File: src/common/omc_pkg.sv
// Constants, types and decode helpers for the output macrocell array block.
// Assumes one 100 MHz bus clock; all pins are synchronous to it.
package omc_pkg;

	localparam int NCELL      = 8;
	localparam int NTERM_CELL = 8;
	localparam int NTERM      = 64;
	localparam int NIN        = 8;
	localparam int NSIG       = 16;
	localparam int NCOL       = 32;

	// Cell positions: cell 0 is the upper outer pin, cell 7 the lower outer pin
	localparam int OUTER_LO   = 0;
	localparam int OUTER_HI   = 7;
	localparam int CENTRE_LO  = 3;
	localparam int CENTRE_HI  = 4;
	localparam int OE_TERM    = 0;

	// Register byte addresses
	localparam logic [9:0] ADDR_CTRL       = 10'h000;
	localparam logic [9:0] ADDR_SIG_LO     = 10'h004;
	localparam logic [9:0] ADDR_SIG_HI     = 10'h008;
	localparam logic [9:0] ADDR_TDIS_LO    = 10'h00c;
	localparam logic [9:0] ADDR_TDIS_HI    = 10'h010;
	localparam logic [9:0] ADDR_STATUS     = 10'h014;
	localparam logic [9:0] ADDR_ARRAY_BASE = 10'h100;
	localparam logic [9:0] ADDR_ARRAY_MASK = 10'h300;
	localparam int         ARRAY_IDX_LSB   = 2;
	localparam int         ARRAY_IDX_MSB   = 7;
	localparam int         ADDR_W          = 10;

	// Control word fields
	localparam int CTRL_SYNC_BIT = 0;
	localparam int CTRL_ARCH_BIT = 1;
	localparam int CTRL_CFG_LSB  = 8;
	localparam int CTRL_POL_LSB  = 16;

	// Status word fields
	localparam int STAT_MODE_LSB = 0;
	localparam int STAT_Q_LSB    = 8;
	localparam int STAT_OE_LSB   = 16;
	localparam int STAT_OUT_LSB  = 24;

	// Reset values
	localparam logic        RST_SYNC = 1'b1;
	localparam logic        RST_ARCH = 1'b0;
	localparam logic [7:0]  RST_CFG  = 8'hff;
	localparam logic [7:0]  RST_POL  = 8'h00;
	localparam logic [63:0] RST_SIG  = 64'h0000_0000_0000_0000; // Arbitrary value
	localparam logic [63:0] RST_TDIS = 64'h0000_0000_0000_0000;

	localparam logic [1:0] HTRANS_NONSEQ = 2'h2;
	localparam logic [1:0] HTRANS_SEQ    = 2'h3;
	localparam logic [2:0] HSIZE_WORD    = 3'h2;

	typedef enum logic [1:0] {
		OMC_MODE_OFF,
		OMC_MODE_SIMPLE,
		OMC_MODE_COMPLEX,
		OMC_MODE_REG
	} omc_mode_t;

	typedef struct packed {
		logic             sync_mode_bit;
		logic             global_arch_bit;
		logic [NCELL-1:0] cell_config_bit;
		logic [NCELL-1:0] polarity_bit;
	} omc_cfg_t;

	typedef struct packed {
		logic              wr;
		logic              hit;
		logic [ADDR_W-1:0] addr;
	} omc_ap_t;

	function automatic omc_mode_t omc_mode_of(input omc_cfg_t c);
		omc_mode_t m;
		m = OMC_MODE_OFF;
		unique case ({c.sync_mode_bit, c.global_arch_bit})
			2'b01: m = OMC_MODE_REG;
			2'b11: m = OMC_MODE_COMPLEX;
			2'b10: m = OMC_MODE_SIMPLE;
			2'b00: m = OMC_MODE_OFF;
		endcase
		return m;
	endfunction

	function automatic logic omc_array_hit(input logic [ADDR_W-1:0] a);
		return (a & ADDR_ARRAY_MASK) == ADDR_ARRAY_BASE;
	endfunction

endpackage

File: src/hdl/omc_top.sv
// Output macrocell array with AHB-Lite configuration slave.
// Assumes pins synchronous to hclk; the board resolves pad levels from cell_oe.
//
// Notes on behaviour
// - Sync bit 0 and architecture bit 1 select registered mode for all cells.
// - Polarity bit 0 gives active-low output, 1 gives active-high, every mode but off.
// - Registered mode: config bit 0 registered output, 1 combinatorial output or I/O.
// - Registered cells share one clock pin and one output-enable pin.
// - Registered outputs sum eight terms; combinatorial I/O cells sum seven.
// - Registered mode: clock and enable pins never reach the AND array.
// - Registered mode allows any mix of registered and I/O cells.
// - Sync bit 1 and architecture bit 1 select complex mode, all combinatorial.
// - Complex mode: outer cells are outputs only, no feedback path.
// - Complex mode: seven terms per cell, one term drives its enable.
// - Complex and simple modes feed clock and enable pins into the array.
// - Sync bit 1, architecture bit 0 select simple mode, outputs always enabled.
// - Simple mode: config bit 0 output, 1 dedicated input.
// - Simple mode: up to eight terms per output, polarity after the sum.
// - Simple mode: centre cells are outputs only, without feedback.
// - Signature word and per-term disable bits are provided.
// - Mode bits are shared; config and polarity bits are per cell.
//
// Local design decisions: the register addresses and the AHB-Lite register port.
`timescale 1ns/1ps
`default_nettype none
module omc_top
	import omc_pkg::*;
(
	input  wire logic             hclk,
	input  wire logic             hresetn,
	input  wire logic             hsel,
	input  wire logic [31:0]      haddr,
	input  wire logic [1:0]       htrans,
	input  wire logic             hwrite,
	input  wire logic [2:0]       hsize,
	input  wire logic [31:0]      hwdata,
	input  wire logic             hready,
	output logic                  hreadyout,
	output logic                  hresp,
	output logic [31:0]           hrdata,
	input  wire logic [NIN-1:0]   data_in,
	input  wire logic             clk_pin,
	input  wire logic             oe_n_pin,
	input  wire logic [NCELL-1:0] cell_in,
	output logic      [NCELL-1:0] cell_out,
	output logic      [NCELL-1:0] cell_oe
);

	typedef struct packed {
		omc_cfg_t                   cfg;
		logic [63:0]                sig;
		logic [NTERM-1:0]           tdis;
		logic [NTERM-1:0][NCOL-1:0] fuse;
		logic                       clk_pin_prev;
		logic [NCELL-1:0]           q;
		logic [NCELL-1:0]           pin_out;
		logic [NCELL-1:0]           pin_oe;
		omc_ap_t                    ap;
		logic                       rd_wait;
		logic [31:0]                rdata;
	} omc_state_t;

	omc_state_t state_reg;
	omc_state_t state_next;

	omc_mode_t        mode;
	logic [NSIG-1:0]  sig;
	logic [NTERM-1:0] term;
	logic [NCELL-1:0] cell_d;
	logic [NCELL-1:0] cell_val;
	logic [NCELL-1:0] cell_drive;
	logic [NCELL-1:0] cell_fb;
	logic [NCELL-1:0] cell_alt;

	assign mode = omc_mode_of(state_reg.cfg);

	// Clock and enable pins only reach spare feedback slots, and only
	// outside registered mode, so they can never act as logic there
	always_comb begin
		cell_alt            = '0;
		cell_alt[OUTER_LO]  = clk_pin;
		cell_alt[CENTRE_LO] = clk_pin;
		cell_alt[CENTRE_HI] = oe_n_pin;
		cell_alt[OUTER_HI]  = oe_n_pin;
	end

	assign sig = {cell_fb, data_in};

	omc_terms u_terms (
		.fuse (state_reg.fuse),
		.tdis (state_reg.tdis),
		.sig  (sig),
		.term (term)
	);

	genvar c;
	generate
		for (c = 0; c < NCELL; c++) begin : g_cell
			omc_cell #(
				.CELL (c)
			) u_cell (
				.mode     (mode),
				.cfg      (state_reg.cfg.cell_config_bit[c]),
				.pol      (state_reg.cfg.polarity_bit[c]),
				.terms    (term[c*NTERM_CELL +: NTERM_CELL]),
				.q        (state_reg.q[c]),
				.pin_in   (cell_in[c]),
				.alt_in   (cell_alt[c]),
				.oe_n_pin (oe_n_pin),
				.d        (cell_d[c]),
				.out_val  (cell_val[c]),
				.drive    (cell_drive[c]),
				.fb       (cell_fb[c])
			);
		end
	endgenerate

	function automatic logic [31:0] read_word(input omc_state_t s, input omc_mode_t m,
		input logic [ADDR_W-1:0] a);
		logic [31:0] w;
		w = '0;
		if (omc_array_hit(a)) begin
			w = s.fuse[a[ARRAY_IDX_MSB:ARRAY_IDX_LSB]];
		end else begin
			unique case (a)
				ADDR_CTRL: begin
					w[CTRL_SYNC_BIT]                 = s.cfg.sync_mode_bit;
					w[CTRL_ARCH_BIT]                 = s.cfg.global_arch_bit;
					w[CTRL_CFG_LSB +: NCELL]         = s.cfg.cell_config_bit;
					w[CTRL_POL_LSB +: NCELL]         = s.cfg.polarity_bit;
				end
				ADDR_SIG_LO:  w = s.sig[31:0];
				ADDR_SIG_HI:  w = s.sig[63:32];
				ADDR_TDIS_LO: w = s.tdis[31:0];
				ADDR_TDIS_HI: w = s.tdis[63:32];
				ADDR_STATUS: begin
					w[STAT_MODE_LSB +: 2]     = m;
					w[STAT_Q_LSB +: NCELL]    = s.q;
					w[STAT_OE_LSB +: NCELL]   = s.pin_oe;
					w[STAT_OUT_LSB +: NCELL]  = s.pin_out;
				end
				default: w = '0;
			endcase
		end
		return w;
	endfunction

	logic addr_phase;

	assign addr_phase = hsel && hready && ((htrans == HTRANS_NONSEQ) || (htrans == HTRANS_SEQ));

	always_comb begin
		state_next              = state_reg;
		state_next.clk_pin_prev = clk_pin;

		// Cell registers only run on a sampled rising edge of the clock pin
		if ((mode == OMC_MODE_REG) && clk_pin && !state_reg.clk_pin_prev) begin
			for (int i = 0; i < NCELL; i++) begin
				if (!state_reg.cfg.cell_config_bit[i]) begin
					state_next.q[i] = cell_d[i];
				end
			end
		end

		// Pin outputs come from flops: one hclk of latency after the array
		state_next.pin_out = cell_val;
		state_next.pin_oe  = cell_drive;

		// Write data phase
		if (state_reg.ap.wr && state_reg.ap.hit) begin
			if (omc_array_hit(state_reg.ap.addr)) begin
				state_next.fuse[state_reg.ap.addr[ARRAY_IDX_MSB:ARRAY_IDX_LSB]] = hwdata;
			end else begin
				unique case (state_reg.ap.addr)
					ADDR_CTRL: begin
						state_next.cfg.sync_mode_bit   = hwdata[CTRL_SYNC_BIT];
						state_next.cfg.global_arch_bit = hwdata[CTRL_ARCH_BIT];
						state_next.cfg.cell_config_bit = hwdata[CTRL_CFG_LSB +: NCELL];
						state_next.cfg.polarity_bit    = hwdata[CTRL_POL_LSB +: NCELL];
					end
					ADDR_SIG_LO:  state_next.sig[31:0]   = hwdata;
					ADDR_SIG_HI:  state_next.sig[63:32]  = hwdata;
					ADDR_TDIS_LO: state_next.tdis[31:0]  = hwdata;
					ADDR_TDIS_HI: state_next.tdis[63:32] = hwdata;
					default: ;
				endcase
			end
		end
		state_next.ap.wr = 1'b0;

		// Read takes one wait state so a read right after a write sees the new value
		if (state_reg.rd_wait) begin
			state_next.rdata   = state_reg.ap.hit ? read_word(state_reg, mode, state_reg.ap.addr) : '0;
			state_next.rd_wait = 1'b0;
		end

		if (addr_phase) begin
			state_next.ap.wr   = hwrite && (hsize == HSIZE_WORD);
			state_next.ap.hit  = (haddr[31:ADDR_W] == '0);
			state_next.ap.addr = haddr[ADDR_W-1:0];
			state_next.rd_wait = !hwrite;
		end
	end

	always_ff @(posedge hclk or negedge hresetn) begin
		if (!hresetn) begin
			state_reg                     <= '0;
			state_reg.cfg.sync_mode_bit   <= RST_SYNC;
			state_reg.cfg.global_arch_bit <= RST_ARCH;
			state_reg.cfg.cell_config_bit <= RST_CFG;
			state_reg.cfg.polarity_bit    <= RST_POL;
			state_reg.sig                 <= RST_SIG;
			state_reg.tdis                <= RST_TDIS;
		end else begin
			state_reg <= state_next;
		end
	end

	assign hreadyout = !state_reg.rd_wait;
	assign hresp     = 1'b0;
	assign hrdata    = state_reg.rdata;
	assign cell_out  = state_reg.pin_out;
	assign cell_oe   = state_reg.pin_oe;

endmodule
`default_nettype wire

File: src/hdl/omc_terms.sv
// AND array: 64 product terms over 16 signals in true and complement form.
// Assumes fuse words and term-disable bits held stable by the parent.
`timescale 1ns/1ps
`default_nettype none
module omc_terms
	import omc_pkg::*;
(
	input  wire logic [NTERM-1:0][NCOL-1:0] fuse,
	input  wire logic [NTERM-1:0]           tdis,
	input  wire logic [NSIG-1:0]            sig,
	output logic      [NTERM-1:0]           term
);
	logic [NCOL-1:0] lit;

	genvar k, t;
	generate
		for (k = 0; k < NSIG; k++) begin : g_lit
			assign lit[2*k]   = sig[k];
			assign lit[2*k+1] = ~sig[k];
		end
		// A set fuse bit joins that column; a disabled term drops out of its sum
		for (t = 0; t < NTERM; t++) begin : g_term
			assign term[t] = ~tdis[t] & (&(~fuse[t] | lit));
		end
	endgenerate
endmodule
`default_nettype wire

File: src/hdl/omc_cell.sv
// One output macrocell: sum, polarity, drive enable and feedback selection.
// Assumes the parent holds the cell register and passes its value in q.
`timescale 1ns/1ps
`default_nettype none
module omc_cell
	import omc_pkg::*;
#(
	parameter int CELL = 0
)
(
	input  wire omc_mode_t             mode,
	input  wire logic                  cfg,
	input  wire logic                  pol,
	input  wire logic [NTERM_CELL-1:0] terms,
	input  wire logic                  q,
	input  wire logic                  pin_in,
	input  wire logic                  alt_in,
	input  wire logic                  oe_n_pin,
	output logic                       d,
	output logic                       out_val,
	output logic                       drive,
	output logic                       fb
);
	localparam bit OUTER  = (CELL == OUTER_LO) || (CELL == OUTER_HI);
	localparam bit CENTRE = (CELL == CENTRE_LO) || (CELL == CENTRE_HI);

	logic sum_all;
	logic sum_seven;

	always_comb begin
		sum_all   = |terms;
		sum_seven = |terms[NTERM_CELL-1:OE_TERM+1];
		d         = sum_all;
		out_val   = 1'b0;
		drive     = 1'b0;
		fb        = 1'b0;
		unique case (mode)
			OMC_MODE_REG: begin
				if (!cfg) begin
					out_val = pol ? q : ~q;
					drive   = ~oe_n_pin;
					fb      = q;
				end else begin
					out_val = pol ? sum_seven : ~sum_seven;
					drive   = terms[OE_TERM];
					fb      = pin_in;
				end
			end
			OMC_MODE_COMPLEX: begin
				out_val = pol ? sum_seven : ~sum_seven;
				drive   = terms[OE_TERM];
				fb      = OUTER ? alt_in : pin_in;
			end
			OMC_MODE_SIMPLE: begin
				// Centre slots are free here, so the two control pins ride on them
				if (CENTRE || !cfg) begin
					out_val = pol ? sum_all : ~sum_all;
					drive   = 1'b1;
				end
				fb = CENTRE ? alt_in : pin_in;
			end
			OMC_MODE_OFF: begin
				fb = pin_in;
			end
		endcase
	end
endmodule
`default_nettype wire

File: config.mk
export PLATFORM = sky130hd
export DESIGN_NAME = omc_top
export DESIGN_NICKNAME = d
export VERILOG_FILES = /design/src/common/omc_pkg.sv /design/src/hdl/omc_top.sv /design/src/hdl/omc_terms.sv /design/src/hdl/omc_cell.sv
export SDC_FILE = /design/constraint.sdc
export NUM_CORES = 2
export LEC_CHECK = 0
export BUFFER_PORTS_ARGS = -buffer_cell sky130_fd_sc_hd__buf_2
export CORE_ASPECT_RATIO = 0.8
export CORE_UTILIZATION = 30
export CTS_CLUSTER_DIAMETER = 60
export DETAILED_ROUTE_END_ITERATION = 8
export SYNTH_ARGS = -nofsm -noshare
export SYNTH_HDL_FRONTEND = slang
export SYNTH_SLANG_ARGS = --single-unit
File: constraint.sdc
create_clock -name hclk -period 3.85 [get_ports hclk]
set_input_delay 0.77 -clock hclk [delete_from_list [all_inputs] [get_ports hclk]]
set_output_delay 0.77 -clock hclk [all_outputs]
set_load 0.02 [all_outputs]
Word-level counts from Yosys, hierarchy flattened
Index checks and enable logic that the tools add are counted.
- add/subtract/negate cells: 0
- $mul: 0
- divide/modulo/power cells: 0
- order comparisons: 2
- equal/unequal tests: 15
- shifts and indexed selects: 0
- muxes and demuxes: 97
- bitwise gates (word level): 306
- reduce and logical (&&, ||, !) cells: 112
- operator list (kind ; count):
    $bwmux 2048 ; 1
    $not 32->32 ; 64
    $or 32x32->32 ; 64
    $reduce_and 32->1 ; 64
    $bmux 32 s6 ; 1
    $demux 32 s6 ; 1
    $mux 32 ; 4
    $not 1->1 ; 114
    $pmux 16 s6 ; 1
    $and 1x1->1 ; 64
    $reduce_or 8->1 ; 8
    $mux 1 ; 60
    $pmux 1 s3 ; 20
    $reduce_or 7->1 ; 8
    $pmux 8 s5 ; 1
    $pmux 6 s4 ; 1
    $logic_not 22->1 ; 1
    $eq 10x4->1 const B ; 2
    $eq 10x5->1 const B ; 2
    $reduce_and 2->1 ; 9
    $reduce_and 3->1 ; 5
    $mux 13 ; 1
    $eq 2x2->1 const B ; 6
    $pmux 2 s6 ; 1
    other kinds (14) ; 29
- register bits: 2264
- latch bits: 0
- bits in writable memories: 0
- ROM bits: 0
- output and inout bits: 50
- memories kept: 0

Depth between registers and ports, before layout
- depth after elaboration: 14
- depth in mapped cells: 17

Cells and area by module
Synthesis repeated with hierarchy kept, for this count alone.
- cell total of the unflattened synthesis: 8778
- area, all modules: 118598.7 um^2
- modules (own cells, without submodules) (module ; instances ; cells an instance ; area each (um^2)):
    omc_top ; 1 ; 6966 ; 103489.3
    omc_terms ; 1 ; 1638 ; 13953.4
    omc_cell (g_cell[1].u_cell ...) ; 4 ; 21 ; 143.9
    omc_cell (g_cell[0].u_cell ...) ; 2 ; 24 ; 151.4
    omc_cell (g_cell[3].u_cell ...) ; 2 ; 21 ; 138.9

Least setup slack after synthesis
Ideal clock, no wire load.
- path kind: register to register
- start: register state_reg[2263] (netlist bit)
- end: register state_reg, in the netlist cell_out[7]
- arrival: 3.415 ns
- setup slack: 0.307 ns
- cell stages (with the launch flop): 17
- buffers on the path: 5
- clock period less this slack: 3.543 ns
- cell sequence: dfstp_2 > inv_1 > ha_1 > buf_2 > nand3b_1 > and2_0 > buf_2 > nand2_2 > buf_6 > buf_6 > clkbuf_1 > mux2_2 > a2111oi_0 > nand4_1 > a41oi_1 > xor2_1 > o22ai_1
- word-level cells in the longest chain between the ends: 14
- elaborated cells between the ends (all ways): 61
- RTL lines (item ; RTL line ; RTL):
    start, declared ; omc_top.sv:63 ; omc_state_t state_reg;
    start signal, assigned ; omc_top.sv:215 ; state_reg <= state_next;
    $eq 2x2->1, or another cell as far along ; omc_pkg.sv:79 ; unique case ({c.sync_mode_bit, c.global_arch_bit})
    $pmux 2 s4 (*) ; omc_pkg.sv:79 ;
    $eq 2x2->1, or another cell as far along ; omc_cell.sv:37 ; unique case (mode)
    $reduce_or 3->1 (no line) / $reduce_or 2->1 (equally long branches) ; -- ;
    $pmux 1 s2 / $pmux 1 s3 (equally long branches) ; omc_cell.sv:37 ;
    $not 1->1 ; omc_terms.sv:19 ; assign lit[2*k+1] = ~sig[k];
    $or 32x32->32 ; omc_terms.sv:23 ; assign term[t] = ~tdis[t] & (&(~fuse[t] | lit));
    $reduce_and 32->1 ; omc_terms.sv:23 ;
    $and 1x1->1 ; omc_terms.sv:23 ;
    $reduce_or 8->1 / $reduce_or 7->1 (equally long branches) ; omc_cell.sv:31, omc_cell.sv:32 ;
    $not 1->1, on equally long branches ; omc_cell.sv:57, omc_cell.sv:44, omc_cell.sv:50 ;
    $mux 1, on equally long branches ; omc_cell.sv:57, omc_cell.sv:44, omc_cell.sv:50 ;
    $mux 1, on equally long branches ; omc_cell.sv:56, omc_cell.sv:39 ;
    $pmux 1 s3 (*) ; omc_cell.sv:37 ;
    net g_cell[7].u_cell.out_val ; omc_cell.sv:20 ; output logic out_val,
Mark *: on every way through the listed nets, which the timed path passes. The rest lies on a longest branch.
A chain may end at the register's enable or synchronous reset.

Final worst setup path
- start: register state_reg[2263] (netlist bit)
- end: register state_reg, in the netlist cell_out[6]
- word-level cells in the longest chain between the ends: 14
- elaborated cells between the ends (all ways): 61
- RTL lines (item ; RTL line):
    $eq 2x2->1, or another cell as far along ; omc_pkg.sv:79
    $pmux 2 s4 (*) ; omc_pkg.sv:79
    $eq 2x2->1, or another cell as far along ; omc_cell.sv:37
    $reduce_or 3->1 (no line) / $reduce_or 2->1 (equally long branches) ; --
    $pmux 1 s2 / $pmux 1 s3 (equally long branches) ; omc_cell.sv:37
    $not 1->1 ; omc_terms.sv:19
    $or 32x32->32 ; omc_terms.sv:23
    $reduce_and 32->1 ; omc_terms.sv:23
    $and 1x1->1 ; omc_terms.sv:23
    $reduce_or 8->1 / $reduce_or 7->1 (equally long branches) ; omc_cell.sv:31, omc_cell.sv:32
    $not 1->1, on equally long branches ; omc_cell.sv:57, omc_cell.sv:44, omc_cell.sv:50
    $mux 1, on equally long branches ; omc_cell.sv:57, omc_cell.sv:44, omc_cell.sv:50
    $mux 1, on equally long branches ; omc_cell.sv:56, omc_cell.sv:39
    $pmux 1 s3 (*) ; omc_cell.sv:37
    net g_cell[6].u_cell.out_val ; omc_cell.sv:20
Marked as above.

==> results_dict.tcl <==
set metrics [dict create \
    status "finished with violations" \
    violations "setup timing" \
    grt_pass1_wl_um 621000 \
    hold-path-endpoint "state_reg[32]" \
    hold_start "hwrite" \
    synth_fa_ha_area_frac 0.000539 \
    layout-drive-gt1-share 0.500 \
    numCtsBuffers 241 \
    power_mw 59.9 \
    synth_top_area_share 0.486 \
    synth.distinct_cells 68 \
    rows 203 \
    seq_area_frac_synth 0.488 \
    end_kind "register" \
    final_nets 8502 \
    cts_sinks 2264 \
    clkTransAtPathRegs_ns 0.06 \
    yosys-top-cells-count "mux2_2 (2,273), dfrtp_1 (2,255), mux2i_1 (931), mux4_2 (621), clkbuf_1 (433)" \
    gp_congestion 0.959 \
    clockPowerShare 0.403 \
    syn_area_per_cell_um2 14.3 \
    rrSetupSlack_ns -0.11 \
    switching_share 0.288 \
    boundaryPins 142 \
    vdd_drop_max_uv 374 \
    internal-power_mw 42.7 \
    path_max_fanout 5 \
    dr_total_vias 78905 \
    slew_viol_final 0 \
    postRouteAntennaNets 0 \
    portBuffers 139 \
    critPathArrivalTime_ns 4.74 \
    grt_overflow 0 \
    largest_reg_flops 2216 \
    power_frac_seq 0.422 \
    placed_area_mm2 0.127 \
    die-area_mm2 0.390 \
    clock_skew_ns 0.0527 \
    remaining_drc_errors 0 \
    worstHoldPathCells 2 \
    cp-start-kind "register" \
    synth.most_common_cell "mux2_2" \
    grt_pass1_vias 79661 \
    synth.area.mux_share 0.421 \
    p_sw_mw 17.2 \
    cts_tree "yes" \
    synth_ff_type "dfrtp_1" \
    comb_power_share 0.175 \
    grt_max_degree 175 \
    postLayoutCellArea_mm2 0.136 \
    fmax_mhz 252 \
    wirelength_um 439000 \
    maxCapViolCount 0 \
    fin_tns_setup_ns -0.198 \
    yosysTopAreaCell "dfrtp_1" \
    r2r_end "cell_out[6]" \
    cts_buffer_depth 4 \
    async_flop_share 1.00 \
    finalCriticalPeriod_ns 3.96 \
    dpl.hpwl_um 318000 \
    routedWlPerCell_um 31.9 \
    worst_ep_required_time_ns 4.63 \
    htreeDepth 4 \
    synth_cells 8124 \
    cts-root-buf "clkbuf_16" \
    ys_seq_elements 2264 \
    via_per_inst 5.74 \
    fin_ws_ns -0.111 \
    reg2regPathDepth 17 \
    syn_area_mm2 0.116 \
    post-route-util 0.355 \
    clkLatencyLatePin_ns 0.93 \
    yosys.area_share.simple 0.0366 \
    critical_path_class "reg -> reg" \
    synthTopCellsByArea "dfrtp_1 (49%), mux2_2 (22%), mux4_2 (12%)" \
    synth_compound_area_frac 0.0224 \
    antenna_found_initial 67 \
    synth_fp_nets 8221 \
    p_per_area_mw_per_mm2 440 \
    first_iter_violations 9389 \
    drt_pre_antenna_iters 6 \
    power.static_leakage_nw 60.0 \
    fin_crit_sh 1.03 \
    tightest_slew_ns 1.33 \
    die_h_um 559 \
    synth-edff-count 0 \
    max-slew-margin-rel 0.115 \
    die_width_um 698 \
    hold_viol_final 0 \
    area_delta_synth_final_pct 17.2 \
    synth_xor_area_frac 0.000603 \
    setup_viol 2 \
    synth_top_family_by_area "multiplexers" \
    timing.hold.ws_ns 0.0571 \
    ys_warn_count 0 \
    grt_usage 0.220 \
    startpoint "state_reg[2263]" \
    hp-class "in -> reg" \
    coreArea_mm2 0.384 \
    r2r_start "state_reg[2263]" \
    start_util 0.303 \
    rsz0062_at_grt "yes" \
]
[power groups by stage]
| stage | Combinational [mW] | Sequential, mW | Clock (mW) |
|---|---|---|---|
| 4_1_cts | 10.2 | 25.2 | 24.4 |
| 3_5_place_dp | 10.1 | 25.7 | 0 |
| 2_1_floorplan | 5.49 | 25.2 | 0 |
| 3_3_place_gp | 9.96 | 25.6 | 0 |
| 5_1_grt | 10.8 | 25.3 | 25.4 |
| 6_report | 10.5 | 25.3 | 24.2 |
[placed cells by master (no fill, tap or decap), types with 9 or more instances in the layout]
cell type	n
mux2i_1	925
a222oi_1	9
a22oi_1	83
buf_6	10
nand3_1	183
bufinv_16	17
o21ai_0	108
buf_2	125
o22a_1	9
nand2_2	37
clkbuf_8	67
clkbuf_1	46
a21oi_1	43
nand4_1	217
mux2_2	2273
clkinv_2	48
mux4_2	621
nor3_1	76
inv_1	9
nor2b_1	16
dfstp_2	9
nor2_1	64
a31oi_1	23
dfrtp_1	2249
nand2_1	66
nor2_4	36
nor4_1	44
o2bb2ai_1	25
o22ai_1	9
nand2b_1	17
buf_12	143
clkbuf_16	245
diode_2	25
buf_4	572
[stage by stage]
stage,setup slack (ns),cells
after floorplan,0.307,8124
after global placement,-0.533,13240
after detailed placement,-0.522,13240
after CTS,-0.105,13687
after global routing,-0.170,13736
final,-0.111,13747
[final cells by class]
class                   instances  area, µm²
diodes                         25       62.6
clock buffers                 356       7180
clock inverters                79        913
fillers                     36422     248000
inverters                      13       53.8
multi-input cells            5030      56800
flip-flops and latches       2264      56700
well taps                    5125       6410
repair buffers                855       8000
[cells by family (layout without fill, tap and decap cells)]
logic type | after synthesis | after routing
AOI/OAI and AO/OA | 383 | 383
xor gates and xnor gates | 8 | 8
adders and majority gates | 5 | 5
buffers and inverters | 830 | 1303
DFF | 2264 | 2264
muxes | 3827 | 3827
other | 1 | 26
and+or+nand+nor | 806 | 806
[worst max path at each step]
stage | to | slack (ns) | cells past startpoint
after floorplan | cell_out[7] | 0.31 | 16
after global placement | cell_out[2] | -0.53 | 16
after detailed placement | cell_out[2] | -0.52 | 16
after CTS | cell_out[5] | -0.10 | 14
after global routing | cell_out[6] | -0.17 | 17
final | cell_out[6] | -0.11 | 17
[worst max-delay path, cell delays in order, from the launching register on]
cell and delay, ns:
dfstp_2 0.54, inv_2 0.05, buf_6 0.12, ha_4 0.16
or3b_4 0.37, a22oi_2 0.22, buf_6 0.16, buf_12 0.14
buf_4 0.12, buf_4 0.10, mux2i_1 0.06, nand3_1 0.09
nor4_1 0.05, or4_4 0.55, nor4_4 0.41, clkbuf_16 0.23
o21ai_2 0.05, a2111oi_2 0.37
[metal layers]
metal	part of all wire	track usage	wire length, µm	up-vias
met3	0.10	0.0617	43800	749
met2	0.43	0.325	189000	3781
met5	0.00045	0	196	-
met1	0.42	0.302	184000	42954
met4	0.048	0.0904	20900	26
li1	-	-	-	31395
[timing repair]
item | 4_1_cts | 5_1_grt
hold buffers | 0 | 0
cloned | 1 | 1
pin swaps | 11 | 38
resized for setup | 29 | 60
buffers inserted | 12 | 36
endpoints found under the hold margin | 0 | 0
setup endpoints to repair | 12 | 11
(Power assumes the default switching activity.)
